[src/include/dcsl_pkg.sv]
// Constants and types shared by the drive control, status and limit logic.
package dcsl_pkg;
  // Control word bit positions.
  localparam int CW_SWITCH_ON = 0;
  localparam int CW_ENABLE_VOLTAGE = 1;
  localparam int CW_QUICK_STOP_N = 2;
  localparam int CW_ENABLE_OP = 3;
  localparam int CW_NEW_SETPOINT = 4;
  localparam int CW_IMMEDIATE = 5;
  localparam int CW_RELATIVE = 6;
  localparam int CW_FAULT_RESET = 7;
  localparam int CW_HALT = 8;
  // Status word bit positions.
  localparam int SW_READY = 0;
  localparam int SW_SWITCHED_ON = 1;
  localparam int SW_OP_ENABLED = 2;
  localparam int SW_FAULT = 3;
  localparam int SW_VOLTAGE = 4;
  localparam int SW_QUICK_STOP = 5;
  localparam int SW_ON_DISABLED = 6;
  localparam int SW_MODE_LOW = 8;
  localparam int SW_REMOTE = 9;
  localparam int SW_TARGET = 10;
  localparam int SW_LIMIT = 11;
  localparam int SW_MODE_MID = 12;
  localparam int SW_MODE_HIGH = 13;
  // Limit offset configuration bit positions.
  localparam int LOC_RAW = 2;
  localparam int LOC_SUBTRACT = 3;
  // Low four control bits that form the commands.
  localparam logic [3:0] CMD_MASK = 4'hf;
  localparam logic [3:0] CMD_SHUTDOWN = 4'h6;
  localparam logic [3:0] CMD_SWITCH_ON = 4'h7;
  localparam logic [3:0] CMD_ENABLE = 4'hf;
  localparam logic [15:0] CW_RESET = 16'h0000;
  localparam logic [31:0] LIMIT_NEG_RESET = 32'h80000000;
  localparam logic [31:0] LIMIT_POS_RESET = 32'h7fffffff;
  localparam logic [7:0] LOC_RESET = 8'h00;

  typedef enum logic [2:0] {
    DCSL_NOT_READY = 3'b000,
    DCSL_ON_DISABLED = 3'b001,
    DCSL_READY = 3'b011,
    DCSL_SWITCHED_ON = 3'b010,
    DCSL_OP_ENABLED = 3'b110,
    DCSL_QUICK_STOP = 3'b111,
    DCSL_FAULT_REACT = 3'b101,
    DCSL_FAULT = 3'b100
  } dcsl_state_type;

  typedef enum logic [2:0] {
    DCSL_MODE_PP = 3'h1,
    DCSL_MODE_PV = 3'h3,
    DCSL_MODE_PT = 3'h4,
    DCSL_MODE_HM = 3'h6,
    DCSL_MODE_CSP = 3'h0,
    DCSL_MODE_CSV = 3'h2,
    DCSL_MODE_CST = 3'h5
  } dcsl_mode_type;
endpackage

[src/logic/drive_control_status_limits.sv]
// Control word decoder, drive state machine, status word and position limits.
// Overview of operation
// - Hardware limits always; software only absolute PP/CSP.
// - Negative limit subindex 1, positive subindex 2.
// - Config bits choose raw, plus or minus offset.
// - Limit settings change only in pre-operational.
// - Incremental encoder: software limits after homing.
// - Control word bits decoded per definition.
// - 0006h shutdown, 0007h switch on, 000Fh enable.
// - Disable voltage, quick stop, fault reset edge.
// - In ready state 000Fh acts as switch on.
// - Halt, setpoint, immediate, relative, homing start bits.
// - Status word bits reported per definition.
// - Bit11 set while any limit is active.
// - State encoded in status bits 6,5,3..0.
// - Mode-specific status bits per operating mode.
// - Halt stops with profile deceleration in PP, PV, PT and homing modes.
`timescale 1ns/1ns
module drive_control_status_limits
(
  input wire logic clk,
  input wire logic rstn,
  input wire logic cmdWrite,
  input wire logic [15:0] cmdData,
  input wire logic [2:0] opMode,
  input wire logic preOperational,
  input wire logic limitWrite,
  input wire logic limitSub,
  input wire logic [31:0] limitData,
  input wire logic configWrite,
  input wire logic [7:0] configData,
  input wire logic [31:0] homeOffset,
  input wire logic [31:0] targetPosition,
  input wire logic [31:0] actualPosition,
  input wire logic incrementalEncoder,
  input wire logic homingDone,
  input wire logic homingError,
  input wire logic posErrorLarge,
  input wire logic velocityZero,
  input wire logic followingValid,
  input wire logic abnormalStop,
  input wire logic targetReached,
  input wire logic faultEvent,
  input wire logic faultReactionDone,
  input wire logic hwLimitPosPin,
  input wire logic hwLimitNegPin,
  output logic [15:0] drive_command_word,
  output logic [15:0] drive_state_word,
  output logic powerEnable,
  output logic torqueEnable,
  output logic haltDecel,
  output logic quickStopDecel,
  output logic newSetpoint,
  output logic immediateTrigger,
  output logic relativeMove,
  output logic homingStart,
  output logic blockPositive,
  output logic blockNegative
);
  typedef struct packed {
    dcsl_pkg::dcsl_state_type state;
    logic [15:0] command;
    logic [15:0] status;
    logic [31:0] limitNeg;
    logic [31:0] limitPos;
    logic [7:0] offsetConfig;
    logic prevFaultReset;
    logic powerEnable;
    logic torqueEnable;
    logic haltDecel;
    logic quickStopDecel;
    logic newSetpoint;
    logic immediateTrigger;
    logic relativeMove;
    logic homingStart;
    logic blockPositive;
    logic blockNegative;
  } dcsl_regs_type;

  dcsl_regs_type r;
  dcsl_regs_type next_r;
  logic hwPos;
  logic hwNeg;
  logic [31:0] effNeg;
  logic [31:0] effPos;

  dcsl_pin_sync syncPos
  (
    .clk(clk),
    .rstn(rstn),
    .pin(hwLimitPosPin),
    .level(hwPos)
  );

  dcsl_pin_sync syncNeg
  (
    .clk(clk),
    .rstn(rstn),
    .pin(hwLimitNegPin),
    .level(hwNeg)
  );

  dcsl_limit_calc calcNeg
  (
    .rawLimit(r.limitNeg),
    .homeOffset(homeOffset),
    .offsetConfig(r.offsetConfig),
    .effLimit(effNeg)
  );

  dcsl_limit_calc calcPos
  (
    .rawLimit(r.limitPos),
    .homeOffset(homeOffset),
    .offsetConfig(r.offsetConfig),
    .effLimit(effPos)
  );

  always_comb
  begin
    logic [15:0] cw;
    logic [3:0] low;
    logic frEdge;
    logic swActive;
    logic swPos;
    logic swNeg;
    logic modePos;
    dcsl_pkg::dcsl_state_type st;
    logic [15:0] sw;
    cw = r.command;
    low = 4'h0;
    frEdge = 1'b0;
    swActive = 1'b0;
    swPos = 1'b0;
    swNeg = 1'b0;
    modePos = 1'b0;
    st = r.state;
    sw = 16'h0000;
    next_r = r;
    if (cmdWrite)
    begin
      cw = cmdData;
    end
    next_r.command = cw;
    low = cw[3:0] & dcsl_pkg::CMD_MASK;
    frEdge = cw[dcsl_pkg::CW_FAULT_RESET] & ~r.prevFaultReset;
    next_r.prevFaultReset = cw[dcsl_pkg::CW_FAULT_RESET];
    if (limitWrite && preOperational)
    begin
      if (limitSub)
      begin
        next_r.limitPos = limitData;
      end
      else
      begin
        next_r.limitNeg = limitData;
      end
    end
    if (configWrite && preOperational)
    begin
      next_r.offsetConfig = configData;
    end
    // Fault events reach every state but the two fault states, so a fault beats any command this cycle.
    case (r.state)
      dcsl_pkg::DCSL_NOT_READY:
      begin
        st = dcsl_pkg::DCSL_ON_DISABLED;
      end
      dcsl_pkg::DCSL_ON_DISABLED:
      begin
        if (cw[dcsl_pkg::CW_ENABLE_VOLTAGE] && cw[dcsl_pkg::CW_QUICK_STOP_N]
            && !cw[dcsl_pkg::CW_FAULT_RESET] && low[2:1] == 2'b11
            && !cw[dcsl_pkg::CW_SWITCH_ON])
        begin
          st = dcsl_pkg::DCSL_READY;
        end
      end
      dcsl_pkg::DCSL_READY:
      begin
        if (!cw[dcsl_pkg::CW_ENABLE_VOLTAGE] || !cw[dcsl_pkg::CW_QUICK_STOP_N])
        begin
          st = dcsl_pkg::DCSL_ON_DISABLED;
        end
        else if (low == dcsl_pkg::CMD_SWITCH_ON || low == dcsl_pkg::CMD_ENABLE)
        begin
          st = dcsl_pkg::DCSL_SWITCHED_ON;
        end
      end
      dcsl_pkg::DCSL_SWITCHED_ON:
      begin
        if (!cw[dcsl_pkg::CW_ENABLE_VOLTAGE] || !cw[dcsl_pkg::CW_QUICK_STOP_N])
        begin
          st = dcsl_pkg::DCSL_ON_DISABLED;
        end
        else if (low == dcsl_pkg::CMD_SHUTDOWN)
        begin
          st = dcsl_pkg::DCSL_READY;
        end
        else if (low == dcsl_pkg::CMD_ENABLE)
        begin
          st = dcsl_pkg::DCSL_OP_ENABLED;
        end
      end
      dcsl_pkg::DCSL_OP_ENABLED:
      begin
        if (!cw[dcsl_pkg::CW_ENABLE_VOLTAGE])
        begin
          st = dcsl_pkg::DCSL_ON_DISABLED;
        end
        else if (!cw[dcsl_pkg::CW_QUICK_STOP_N])
        begin
          st = dcsl_pkg::DCSL_QUICK_STOP;
        end
        else if (low == dcsl_pkg::CMD_SHUTDOWN)
        begin
          st = dcsl_pkg::DCSL_READY;
        end
        else if (low == dcsl_pkg::CMD_SWITCH_ON)
        begin
          st = dcsl_pkg::DCSL_SWITCHED_ON;
        end
      end
      dcsl_pkg::DCSL_QUICK_STOP:
      begin
        if (!cw[dcsl_pkg::CW_ENABLE_VOLTAGE])
        begin
          st = dcsl_pkg::DCSL_ON_DISABLED;
        end
        else if (low == dcsl_pkg::CMD_ENABLE)
        begin
          st = dcsl_pkg::DCSL_OP_ENABLED;
        end
        else if (low == dcsl_pkg::CMD_SWITCH_ON)
        begin
          st = dcsl_pkg::DCSL_SWITCHED_ON;
        end
      end
      dcsl_pkg::DCSL_FAULT_REACT:
      begin
        if (faultReactionDone)
        begin
          st = dcsl_pkg::DCSL_FAULT;
        end
      end
      dcsl_pkg::DCSL_FAULT:
      begin
        if (frEdge && !faultEvent)
        begin
          st = dcsl_pkg::DCSL_ON_DISABLED;
        end
      end
      default:
      begin
        st = r.state;
      end
    endcase
    if (faultEvent && r.state != dcsl_pkg::DCSL_FAULT
        && r.state != dcsl_pkg::DCSL_FAULT_REACT)
    begin
      st = dcsl_pkg::DCSL_FAULT_REACT;
    end
    next_r.state = st;

    next_r.haltDecel = cw[dcsl_pkg::CW_HALT]
      && (opMode == dcsl_pkg::DCSL_MODE_PP || opMode == dcsl_pkg::DCSL_MODE_PV
      || opMode == dcsl_pkg::DCSL_MODE_PT || opMode == dcsl_pkg::DCSL_MODE_HM);
    next_r.torqueEnable = st == dcsl_pkg::DCSL_OP_ENABLED
      || st == dcsl_pkg::DCSL_QUICK_STOP || st == dcsl_pkg::DCSL_FAULT_REACT;
    next_r.powerEnable = st == dcsl_pkg::DCSL_SWITCHED_ON || next_r.torqueEnable;
    next_r.quickStopDecel = st == dcsl_pkg::DCSL_QUICK_STOP;
    next_r.newSetpoint = opMode == dcsl_pkg::DCSL_MODE_PP
      && cw[dcsl_pkg::CW_NEW_SETPOINT];
    next_r.immediateTrigger = opMode == dcsl_pkg::DCSL_MODE_PP
      && cw[dcsl_pkg::CW_IMMEDIATE];
    next_r.relativeMove = opMode == dcsl_pkg::DCSL_MODE_PP
      && cw[dcsl_pkg::CW_RELATIVE];
    next_r.homingStart = opMode == dcsl_pkg::DCSL_MODE_HM
      && cw[dcsl_pkg::CW_NEW_SETPOINT];

    modePos = opMode == dcsl_pkg::DCSL_MODE_CSP
      || (opMode == dcsl_pkg::DCSL_MODE_PP && !cw[dcsl_pkg::CW_RELATIVE]);
    swActive = modePos && (!incrementalEncoder || homingDone);
    // Signed compare; target beyond the limit or actual at or beyond it trips it.
    swPos = swActive && ($signed(targetPosition) > $signed(effPos)
      || $signed(actualPosition) >= $signed(effPos));
    swNeg = swActive && ($signed(targetPosition) < $signed(effNeg)
      || $signed(actualPosition) <= $signed(effNeg));
    next_r.blockPositive = hwPos || swPos;
    next_r.blockNegative = hwNeg || swNeg;

    case (st)
      dcsl_pkg::DCSL_ON_DISABLED: sw[6:0] = 7'b1000000;
      dcsl_pkg::DCSL_READY: sw[6:0] = 7'b0110001;
      dcsl_pkg::DCSL_SWITCHED_ON: sw[6:0] = 7'b0110011;
      dcsl_pkg::DCSL_OP_ENABLED: sw[6:0] = 7'b0110111;
      dcsl_pkg::DCSL_QUICK_STOP: sw[6:0] = 7'b0010111;
      dcsl_pkg::DCSL_FAULT_REACT: sw[6:0] = 7'b0001111;
      dcsl_pkg::DCSL_FAULT: sw[6:0] = 7'b0001000;
      default: sw[6:0] = 7'b0000000;
    endcase
    // Status bits
    // Supply counts as present once out of reset; the enable sequence needs it.
    sw[dcsl_pkg::SW_VOLTAGE] = st != dcsl_pkg::DCSL_NOT_READY;
    sw[dcsl_pkg::SW_REMOTE] = 1'b1;
    sw[dcsl_pkg::SW_TARGET] = targetReached;
    sw[dcsl_pkg::SW_LIMIT] = next_r.blockPositive || next_r.blockNegative;
    case (opMode)
      dcsl_pkg::DCSL_MODE_PP:
      begin
        sw[dcsl_pkg::SW_MODE_HIGH] = posErrorLarge;
        sw[dcsl_pkg::SW_MODE_LOW] = abnormalStop;
      end
      dcsl_pkg::DCSL_MODE_PV:
      begin
        sw[dcsl_pkg::SW_MODE_MID] = velocityZero;
      end
      dcsl_pkg::DCSL_MODE_HM:
      begin
        sw[dcsl_pkg::SW_MODE_HIGH] = homingError;
        sw[dcsl_pkg::SW_MODE_MID] = homingDone;
        sw[dcsl_pkg::SW_MODE_LOW] = abnormalStop;
      end
      dcsl_pkg::DCSL_MODE_CSP:
      begin
        sw[dcsl_pkg::SW_MODE_MID] = followingValid;
        sw[dcsl_pkg::SW_MODE_LOW] = abnormalStop;
      end
      dcsl_pkg::DCSL_MODE_CSV, dcsl_pkg::DCSL_MODE_CST:
      begin
        sw[dcsl_pkg::SW_MODE_MID] = followingValid;
      end
      default:
      begin
        sw[dcsl_pkg::SW_MODE_MID] = 1'b0;
      end
    endcase
    next_r.status = sw;
  end

  always_ff @(posedge clk or negedge rstn)
  begin
    if (!rstn)
    begin
      r <= '0;
      r.state <= dcsl_pkg::DCSL_NOT_READY;
      r.command <= dcsl_pkg::CW_RESET;
      r.limitNeg <= dcsl_pkg::LIMIT_NEG_RESET;
      r.limitPos <= dcsl_pkg::LIMIT_POS_RESET;
      r.offsetConfig <= dcsl_pkg::LOC_RESET;
    end
    else
    begin
      r <= next_r;
    end
  end

  assign drive_command_word = r.command;
  assign drive_state_word = r.status;
  assign powerEnable = r.powerEnable;
  assign torqueEnable = r.torqueEnable;
  assign haltDecel = r.haltDecel;
  assign quickStopDecel = r.quickStopDecel;
  assign newSetpoint = r.newSetpoint;
  assign immediateTrigger = r.immediateTrigger;
  assign relativeMove = r.relativeMove;
  assign homingStart = r.homingStart;
  assign blockPositive = r.blockPositive;
  assign blockNegative = r.blockNegative;
endmodule

[src/logic/dcsl_pin_sync.sv]
// Three-stage synchroniser that accepts a change once stages two and three agree.
`timescale 1ns/1ns
module dcsl_pin_sync
(
  input wire logic clk,
  input wire logic rstn,
  input wire logic pin,
  output logic level
);
  typedef struct packed {
    logic [2:0] stage;
    logic level;
  } dcsl_sync_type;

  dcsl_sync_type r;
  dcsl_sync_type next_r;

  always_comb
  begin
    next_r = r;
    next_r.stage = {r.stage[1:0], pin};
    if (r.stage[2] == r.stage[1])
    begin
      next_r.level = r.stage[2];
    end
  end

  always_ff @(posedge clk or negedge rstn)
  begin
    if (!rstn)
    begin
      r <= '0;
    end
    else
    begin
      r <= next_r;
    end
  end

  assign level = r.level;
endmodule

[src/logic/dcsl_limit_calc.sv]
// Effective software limits derived from raw limits and the home offset.
`timescale 1ns/1ns
module dcsl_limit_calc
(
  input wire logic [31:0] rawLimit,
  input wire logic [31:0] homeOffset,
  input wire logic [7:0] offsetConfig,
  output logic [31:0] effLimit
);
  always_comb
  begin
    if (offsetConfig[dcsl_pkg::LOC_RAW])
    begin
      effLimit = rawLimit;
    end
    else if (offsetConfig[dcsl_pkg::LOC_SUBTRACT])
    begin
      effLimit = rawLimit - homeOffset;
    end
    else
    begin
      effLimit = rawLimit + homeOffset;
    end
  end
endmodule

[config.mk]
export PLATFORM = sky130hd
export DESIGN_NAME = drive_control_status_limits
export DESIGN_NICKNAME = d
export VERILOG_FILES = /design/src/include/dcsl_pkg.sv /design/src/logic/drive_control_status_limits.sv /design/src/logic/dcsl_pin_sync.sv /design/src/logic/dcsl_limit_calc.sv
export SDC_FILE = /design/constraint.sdc
export NUM_CORES = 1
export LEC_CHECK = 0
export ABC_AREA = 1
export BUFFER_PORTS_ARGS = -buffer_cell sky130_fd_sc_hd__buf_2
export CAP_MARGIN = 20
export CORE_ASPECT_RATIO = 1.5
export CORE_MARGIN = 3
export CORE_UTILIZATION = 60
export CTS_CLUSTER_SIZE = 14
export DETAILED_ROUTE_END_ITERATION = 6
export PLACE_DENSITY = 0.81
export RECOVER_POWER = 100
export SLEW_MARGIN = 20
export SYNTH_ARGS = -nofsm -noshare
export SYNTH_HDL_FRONTEND = slang
export SYNTH_HIERARCHICAL = 1
export SYNTH_SLANG_ARGS = --single-unit
export TNS_END_PERCENT = 20
[constraint.sdc]
create_clock -name clk -period 6.4 [get_ports clk]
set_clock_uncertainty 0.15 [all_clocks]
set_input_delay 1.28 -clock clk [delete_from_list [all_inputs] [get_ports clk]]
set_output_delay 1.28 -clock clk [all_outputs]
set_load 0.005 [all_outputs]
Word level (Yosys, flattened, before mapping)
Index checks and enable logic that the tools add are counted.

Flip-flop bits (word level): 119. Bits of input ports: 174. Output and inout port bits: 42. Word-level logic and storage cells: 133.

Add/sub/neg operators: 4. $lt $le $gt $ge: 4. Equal/unequal tests: 28. Muxes and demuxes: 25. Bitwise logic cells: 3. Reduce and logical (&&, ||, !) cells: 47.

Operator list (count): 2-to-1 mux 32 bit (4); adder 32 bit (2); subtractor 32 bit (2); case mux 7 bit (7 select lines) (1); 2-to-1 mux 3 bit (15); == test 3 bit, second input constant (11); greater-or-equal comparator 32 bit (1); > comparator 32 bit (1); less-or-equal comparator 32 bit (1); less-than comparator 32 bit (1); case mux 3 bit (8 select lines) (1); == test 3 x 2 -> 1 bit, second input constant (6); logical AND 1 bit (18); logical OR 1 bit (15); == test 3 x 1 -> 1 bit, second input constant (3); 2-to-1 mux 9 bit (1); == test 4 x 3 -> 1 bit, second input constant (2); logical NOT 1 bit (7); logical NOT 3 bit (2); != test 3 bit, second input constant (2); OR reduction 3 bit (2); == test 4 bit, second input constant (1); AND reduction 2 bit (2); case mux 1 bit (3 select lines) (1); other kinds (7) (9).

Depth between registers and ports, before layout
Gate-level depths: netlist of run 1.

Word-level depth: 12. Depth in mapped cells: 37. Mapped depth without buffers: 37.

Cells and area by module
The synthesis of run 1 kept the hierarchy.

By module, submodules not included: drive_control_status_limits (instances 1, cells each 942, area each 7682.4 um2, sequential area each 2867.8 um2); dcsl_limit_calc at calcPos (instances 1, cells each 805, area each 3812.4 um2, sequential area each 0.0 um2); dcsl_limit_calc at calcNeg (instances 1, cells each 751, area each 3702.3 um2, sequential area each 0.0 um2); dcsl_pin_sync (instances 2, cells each 8, area each 116.4 um2, sequential area each 100.1 um2).

Worst setup path before layout of run 1
No wires, ideal clock.

Path type: in2reg. Start: input homeOffset[1]. End: register r, in the netlist drive_state_word[11]. Library setup time: 0.124 ns. Data arrival time: 4.618 ns. Required time: 6.126 ns. Slack: 1.507 ns. Cell stages on the path: 32. Buffers on the path: 0. Cell sequence: inv_1 -> ha_1 -> nand3_2 -> nor2_4 -> nand2_2 -> nor2_4 -> inv_2 -> nand2_2 -> nand2_1 -> xor2_1 -> ha_1 -> a21oi_1 -> nand2_1 -> a21oi_1 -> nor2_1 -> nor2_1 -> nand2_1 -> nand2_1 -> nand3_1 -> nand2_1 -> inv_1 -> ha_1 -> a21oi_1 -> o21ai_0 -> nand2_1 -> o211ai_1 -> a21oi_1 -> nand3b_1 -> nand2_1 -> nand2_1 -> a21oi_1 -> nand2_1.

RTL lines: start, declared (line drive_control_status_limits.sv:32) `input wire logic [31:0] homeOffset,`; end signal, assigned (line drive_control_status_limits.sv:353) `r <= next_r;`; end, declared (line drive_control_status_limits.sv:80) `dcsl_regs_type r;`.

==> out/results.txt, run 1 <==
run status: finished, violations left
failing checks: max-capacitance violations, max-slew violations
PortBufs: 206
HP Class: flip-flop to flip-flop
initial DRC count: 1,197
P&R area growth vs syn: 11.2%
critical path class: primary input to flip-flop
most used cell, CP: nand2_1
io pins: 216
RSZ-0062 raised after global routing: no
Flop pwr share: 0.192
CTS tree: built
layout cells sized above 1: 0.123
PostCTS Resize Cnt: 0
met3 usage: 0.0792
CTS max path bufs: 2
Hold Path Depth: 0
max_cap viols: 4
busiest grt layer: met2
combinational share of power: 0.610
Crit path max-delay family: simple AND/OR/NAND/NOR gates
Die Y: 201 um
Crit. path cell count: 35
Cell Int Power: 2.56 mW
Max rail drop VDD: 0.000285 V
DP HPWL: 44,900 um
Worst R2R End: drive_state_word[11]$_DFF_PN0_
final hold vios: 0
All-Layer GR Usage: 0.390
Total Power: 5.10 mW
TritonCTS Sinks: 115
Worst slew margin: -0.760
global-route wire length before repair: 83,000 um
Post-CTS Setup Inserts: 0
later-pin clock latency in the skew report: 430 ps
GR Util met2: 0.670
Achievable Freq: 167 MHz
Nets: 3,043
worst slew pin tran: 2640 ps
setup TNS: 0 ps
crit path time final: 5980 ps
R2R depth: 27
initial antenna violation count: 4
yosys warns: 6
hold path endpoint: syncPos/next_r[3]$_DFF_PN0_
Power Dens Cells: 301 mW/mm^2
routed vias: 16,594
TritonRoute pass-1 iters: 6
Worst Path Buf+Inv: 5
Crit Path Max Fanout: 5
critical path capture point type: flip-flop
hold buffers post-CTS: 0
nature of the critical path startpoint: primary input
total CTS buffers: 17
Final setup viols: 0
Slew Viols, Final: 248
Root Buffer: clkbuf_16
row cnt: 70
setup slack at placement: 175 ps
met1 GRT Util: 0.407
Die W: 136 um
Hold Crit Start: syncPos/next_r[2]$_DFF_PN0_
Syn Area/Cell: 6.08 um^2
Worst-path clk slew: 60 ps
drt wl/cell: 17.7 um
RR Startpoint: r[14]$_DFFE_PN0P_
CP peak stage delay: 390 ps
GR Overflow Total: 0
antenna-violating nets left: 0
largest net degree at the start of global routing: 81
critical path data arrival time: 6130 ps
Critical Path RT: 6550 ps
switching power: 2.54 mW
routed wire length: 53,300 um
crit share post-route: 0.934
die area: 0.0273 mm^2
gpl congestion: 1.05
Max H-tree Level: 4
Residual DRC: 0
Min Hold Slack: 202 ps
vias per cell: 5.50
Clock power frac: 0.197
CP max stage cell: ha_1
Pleak: 9.68 nW
cell count after synthesis: 2,502
Sw Ratio: 0.499
vias in the first global route: 16,389
initial cell density of the core: 0.616
FF-to-FF setup slack: 890 ps
Worst Slack Setup Final: 423 ps
Cell Area, Synth: 0.0152 mm^2
Core Region: 0.0247 mm^2
## registers in the layout, summed over array words and instances (netlist names), 2 cells and up
name and flops:
r 69, drive_command_word 16, syncNeg/next_r 2, syncPos/next_r 2
drive_state_word 12
## per-stage QoR
stage                     instance area (um^2)   util  cells
after global placement                   16400  0.663   2981
after floorplan                          15200      -   2505
after global routing                     16900  0.685   3016
final                                    16900  0.685   3016
after CTS                                17000  0.688   3013
after detailed placement                 16400  0.663   2981
## metal layers
metal	wire, um	part of all wire
met1	18900	0.35
met2	25300	0.48
met3	3930	0.074
met4	5160	0.097
met5	0	0
## cells in the final DEF, fill, tap and decap left out, drive strengths merged, types with 2 or more instances in the layout
cell and count:
ha 191, o21a 8, clkinv 6, dfrtp 83
buf 180, a31oi 3, diode 3, bufinv 3
xnor2 26, o211ai 2, o21ai 128, fa 2
and2 6, dfstp 32, a21boi 2, nor3 26
nand3 136, nand3b 17, nor4 2, o31ai 5
and3 3, a21o 6, nand4 31, conb 5
clkinvlp 4, a21oi 116, o21bai 4, clkbuf 56
xor2 43, nor2 231, mux2 2, inv 426
nand2 877, or2 22
## power groups by stage
| stage | logic, mW | registers (mW) | clock network [mW] |
|---|---|---|---|
| after floorplan | 2.19 | 0.936 | 0 |
| after global placement | 2.95 | 0.982 | 0 |
| after detailed placement | 3.05 | 0.983 | 0 |
| after CTS | 3.07 | 0.973 | 1.01 |
| after global routing | 3.51 | 0.990 | 1.04 |
| final | 3.11 | 0.980 | 1.01 |
## cell type report
class	instances	area, um^2
repair buffers	218	1060
flip-flops and latches	115	2920
clock buffers	18	439
multi-input cells	1899	10300
diodes	3	7.51
well taps	324	405
fillers	2339	7790
clock inverters	14	175
inverters	425	1600
## worst max path at each step
stage | slack, ps | to | startpoint
3_3_place_gp | 320 | drive_state_word[11]$_DFF_PN0_ | homeOffset[0]
4_1_cts | 560 | drive_state_word[11]$_DFF_PN0_ | homeOffset[0]
2_1_floorplan | 1510 | drive_state_word[11]$_DFF_PN0_ | homeOffset[1]
6_report | 420 | drive_state_word[11]$_DFF_PN0_ | homeOffset[11]
5_1_grt | 10 | drive_state_word[11]$_DFF_PN0_ | homeOffset[0]
3_5_place_dp | 170 | drive_state_word[11]$_DFF_PN0_ | homeOffset[0]
## worst register-to-register path, stage by stage, from the launching register on
cell	delay, ps
dfrtp_1	410
buf_4	240
inv_1	570
o31ai_1	240
o21ai_1	180
xor2_1	330
ha_1	350
nand2_1	120
inv_1	60
nand2_1	80
inv_1	60
a21oi_1	320
nand3_1	160
or2_1	230
nand3_1	70
nand2_1	190
inv_1	120
ha_1	250
a21oi_1	140
o21ai_0	90
nand2_1	80
nand3_1	60
a21oi_1	250
nand3b_1	120
nand2_1	80
nand2_1	140
a21oi_1	230
nand2_1	90
No activity file was read; power rests on OpenSTA's default activity.
==> run 2: changes to the inputs <==
- CELL_PAD_IN_SITES_DETAIL_PLACEMENT: not set -> 0
- CELL_PAD_IN_SITES_GLOBAL_PLACEMENT: not set -> 1
- CORE_UTILIZATION: 60 -> 45
- PLACE_DENSITY: 0.81 -> 0.87
==> out/results.txt, run 2 (synthesis results as in run 1) <==
worst slew pin tran: 3060 ps
Worst-path clk slew: 60 ps
CP peak stage delay: 370 ps
HP Class: flip-flop to flip-flop
commonest non-fill, non-tap cells in the layout: nand2_1, inv_1, nor2_1
global-route wire length before repair: 84,700 um
Max H-tree Level: 4
CTS max path bufs: 2
initial cell density of the core: 0.462
CTS tree: built
later-pin clock latency in the skew report: 420 ps
critical path capture point type: flip-flop
vias per cell: 5.19
Inst Count DP: 3,068
PostCTS Resize Cnt: 0
Worst Slack Setup Final: 451 ps
fin cells: 3,100
n_diodes: 0
die area: 0.0361 mm^2
Achievable Freq: 168 MHz
CP max stage cell: ha_1
Die Y: 231 um
Post-CTS Setup Inserts: 0
Worst slew margin: -1.04
routed vias: 16,077
Final setup viols: 0
max_cap viols: 3
largest net degree at the start of global routing: 65
Total Power: 5.15 mW
total CTS buffers: 17
crit path time final: 5950 ps
crit share post-route: 0.929
FF-to-FF setup slack: 770 ps
layout cells sized above 1: 0.124
initial antenna violation count: 2
Slew Viols, Final: 192
Reg with most FFs: r
Residual DRC: 0
gpl congestion: 0.993
run status: finished, violations left
PortBufs: 206
antenna-violating nets left: 0
Worst R2R End: drive_state_word[11]$_DFF_PN0_
final hold vios: 0
row cnt: 81
Die W: 156 um
All-Layer GR Usage: 0.305
max FFs per register: 69
routed wire length: 55,500 um
GR Overflow Total: 0
R2R depth: 28
Max rail drop VDD: 0.000226 V
Core Region: 0.0329 mm^2
most used cell, CP: nand2_1
drt wl/cell: 17.9 um
hold buffers post-CTS: 0
Power Dens Cells: 303 mW/mm^2
vias in the first global route: 15,944
final core utilization: 0.517
critical path class: primary input to flip-flop
RSZ-0062 raised after global routing: no
Critical Path RT: 6560 ps
Nets: 3,039
P&R area growth vs syn: 11.9%
hold path endpoint: syncNeg/next_r[3]$_DFF_PN0_
setup TNS: 0 ps
TritonCTS Sinks: 115
Crit Path Max Fanout: 5
nature of the critical path startpoint: primary input
DP HPWL: 47,900 um
io pins: 216
critical path data arrival time: 6110 ps
Hold Path Depth: 0
Pleak: 9.70 nW
setup slack at placement: 95.0 ps
Root Buffer: clkbuf_16
commonest non-fill, non-tap cell in the layout: nand2_1
initial DRC count: 1,052
TritonRoute pass-1 iters: 5
RR Startpoint: r[14]$_DFFE_PN0P_
Hold Crit Start: syncNeg/next_r[2]$_DFF_PN0_
failing checks: max-capacitance violations, max-slew violations
[run 2: cell count changes in the layout (fill, tap and decap cells not counted), sizes merged]
cell	change
diode	-3
clkinv	-4
clkbuf	-5
inv	+2
buf	+3
[run 2: worst max path at each step]
stage                   from                              to  depth (start not counted)
6_report       homeOffset[0]  drive_state_word[11]$_DFF_PN0_                         32
5_1_grt        homeOffset[0]  drive_state_word[11]$_DFF_PN0_                         32
4_1_cts        homeOffset[0]  drive_state_word[11]$_DFF_PN0_                         34
3_5_place_dp   homeOffset[0]  drive_state_word[11]$_DFF_PN0_                         34
3_3_place_gp   homeOffset[0]  drive_state_word[11]$_DFF_PN0_                         35
2_1_floorplan  homeOffset[1]  drive_state_word[11]$_DFF_PN0_                         32
[run 2: metal layers]
layer	global-route usage	share of wire	vias to the layer above
met5	0	0.00045	-
met4	0.191	0.075	4
met3	0.0435	0.049	159
met2	0.562	0.50	504
met1	0.321	0.37	7255
li1	-	-	8155
[run 2: critical path: cells and delay by family]
kind            cells  cell delay (ps)
fa+ha+maj           3              970
xor+xnor            1              300
compound gates      3              600
buf+inv             3              360
simple gates       22             2560
[run 2: area by class of cell]
type,count,area (um^2)
well taps,415,519
multi-input cells,1899,10300
clock inverters,12,165
flip-flops and latches,115,2920
fillers,3509,15900
inverters,425,1600
clock buffers,20,467
repair buffers,214,1050
[run 2: metrics by stage]
step | hold WS, ps | area [um^2]
after global routing | 210 | 17000
after floorplan | 181 | 15200
after global placement | 184 | 16500
after CTS | 205 | 17100
final | 203 | 17000
after detailed placement | 189 | 16500
[run 2: where the power goes]
part           internal [mW]  leakage, nW  switching (mW)
clock                  0.651        0.301           0.388
sequential             0.866         1.35           0.130
combinational           1.07         8.04            2.05
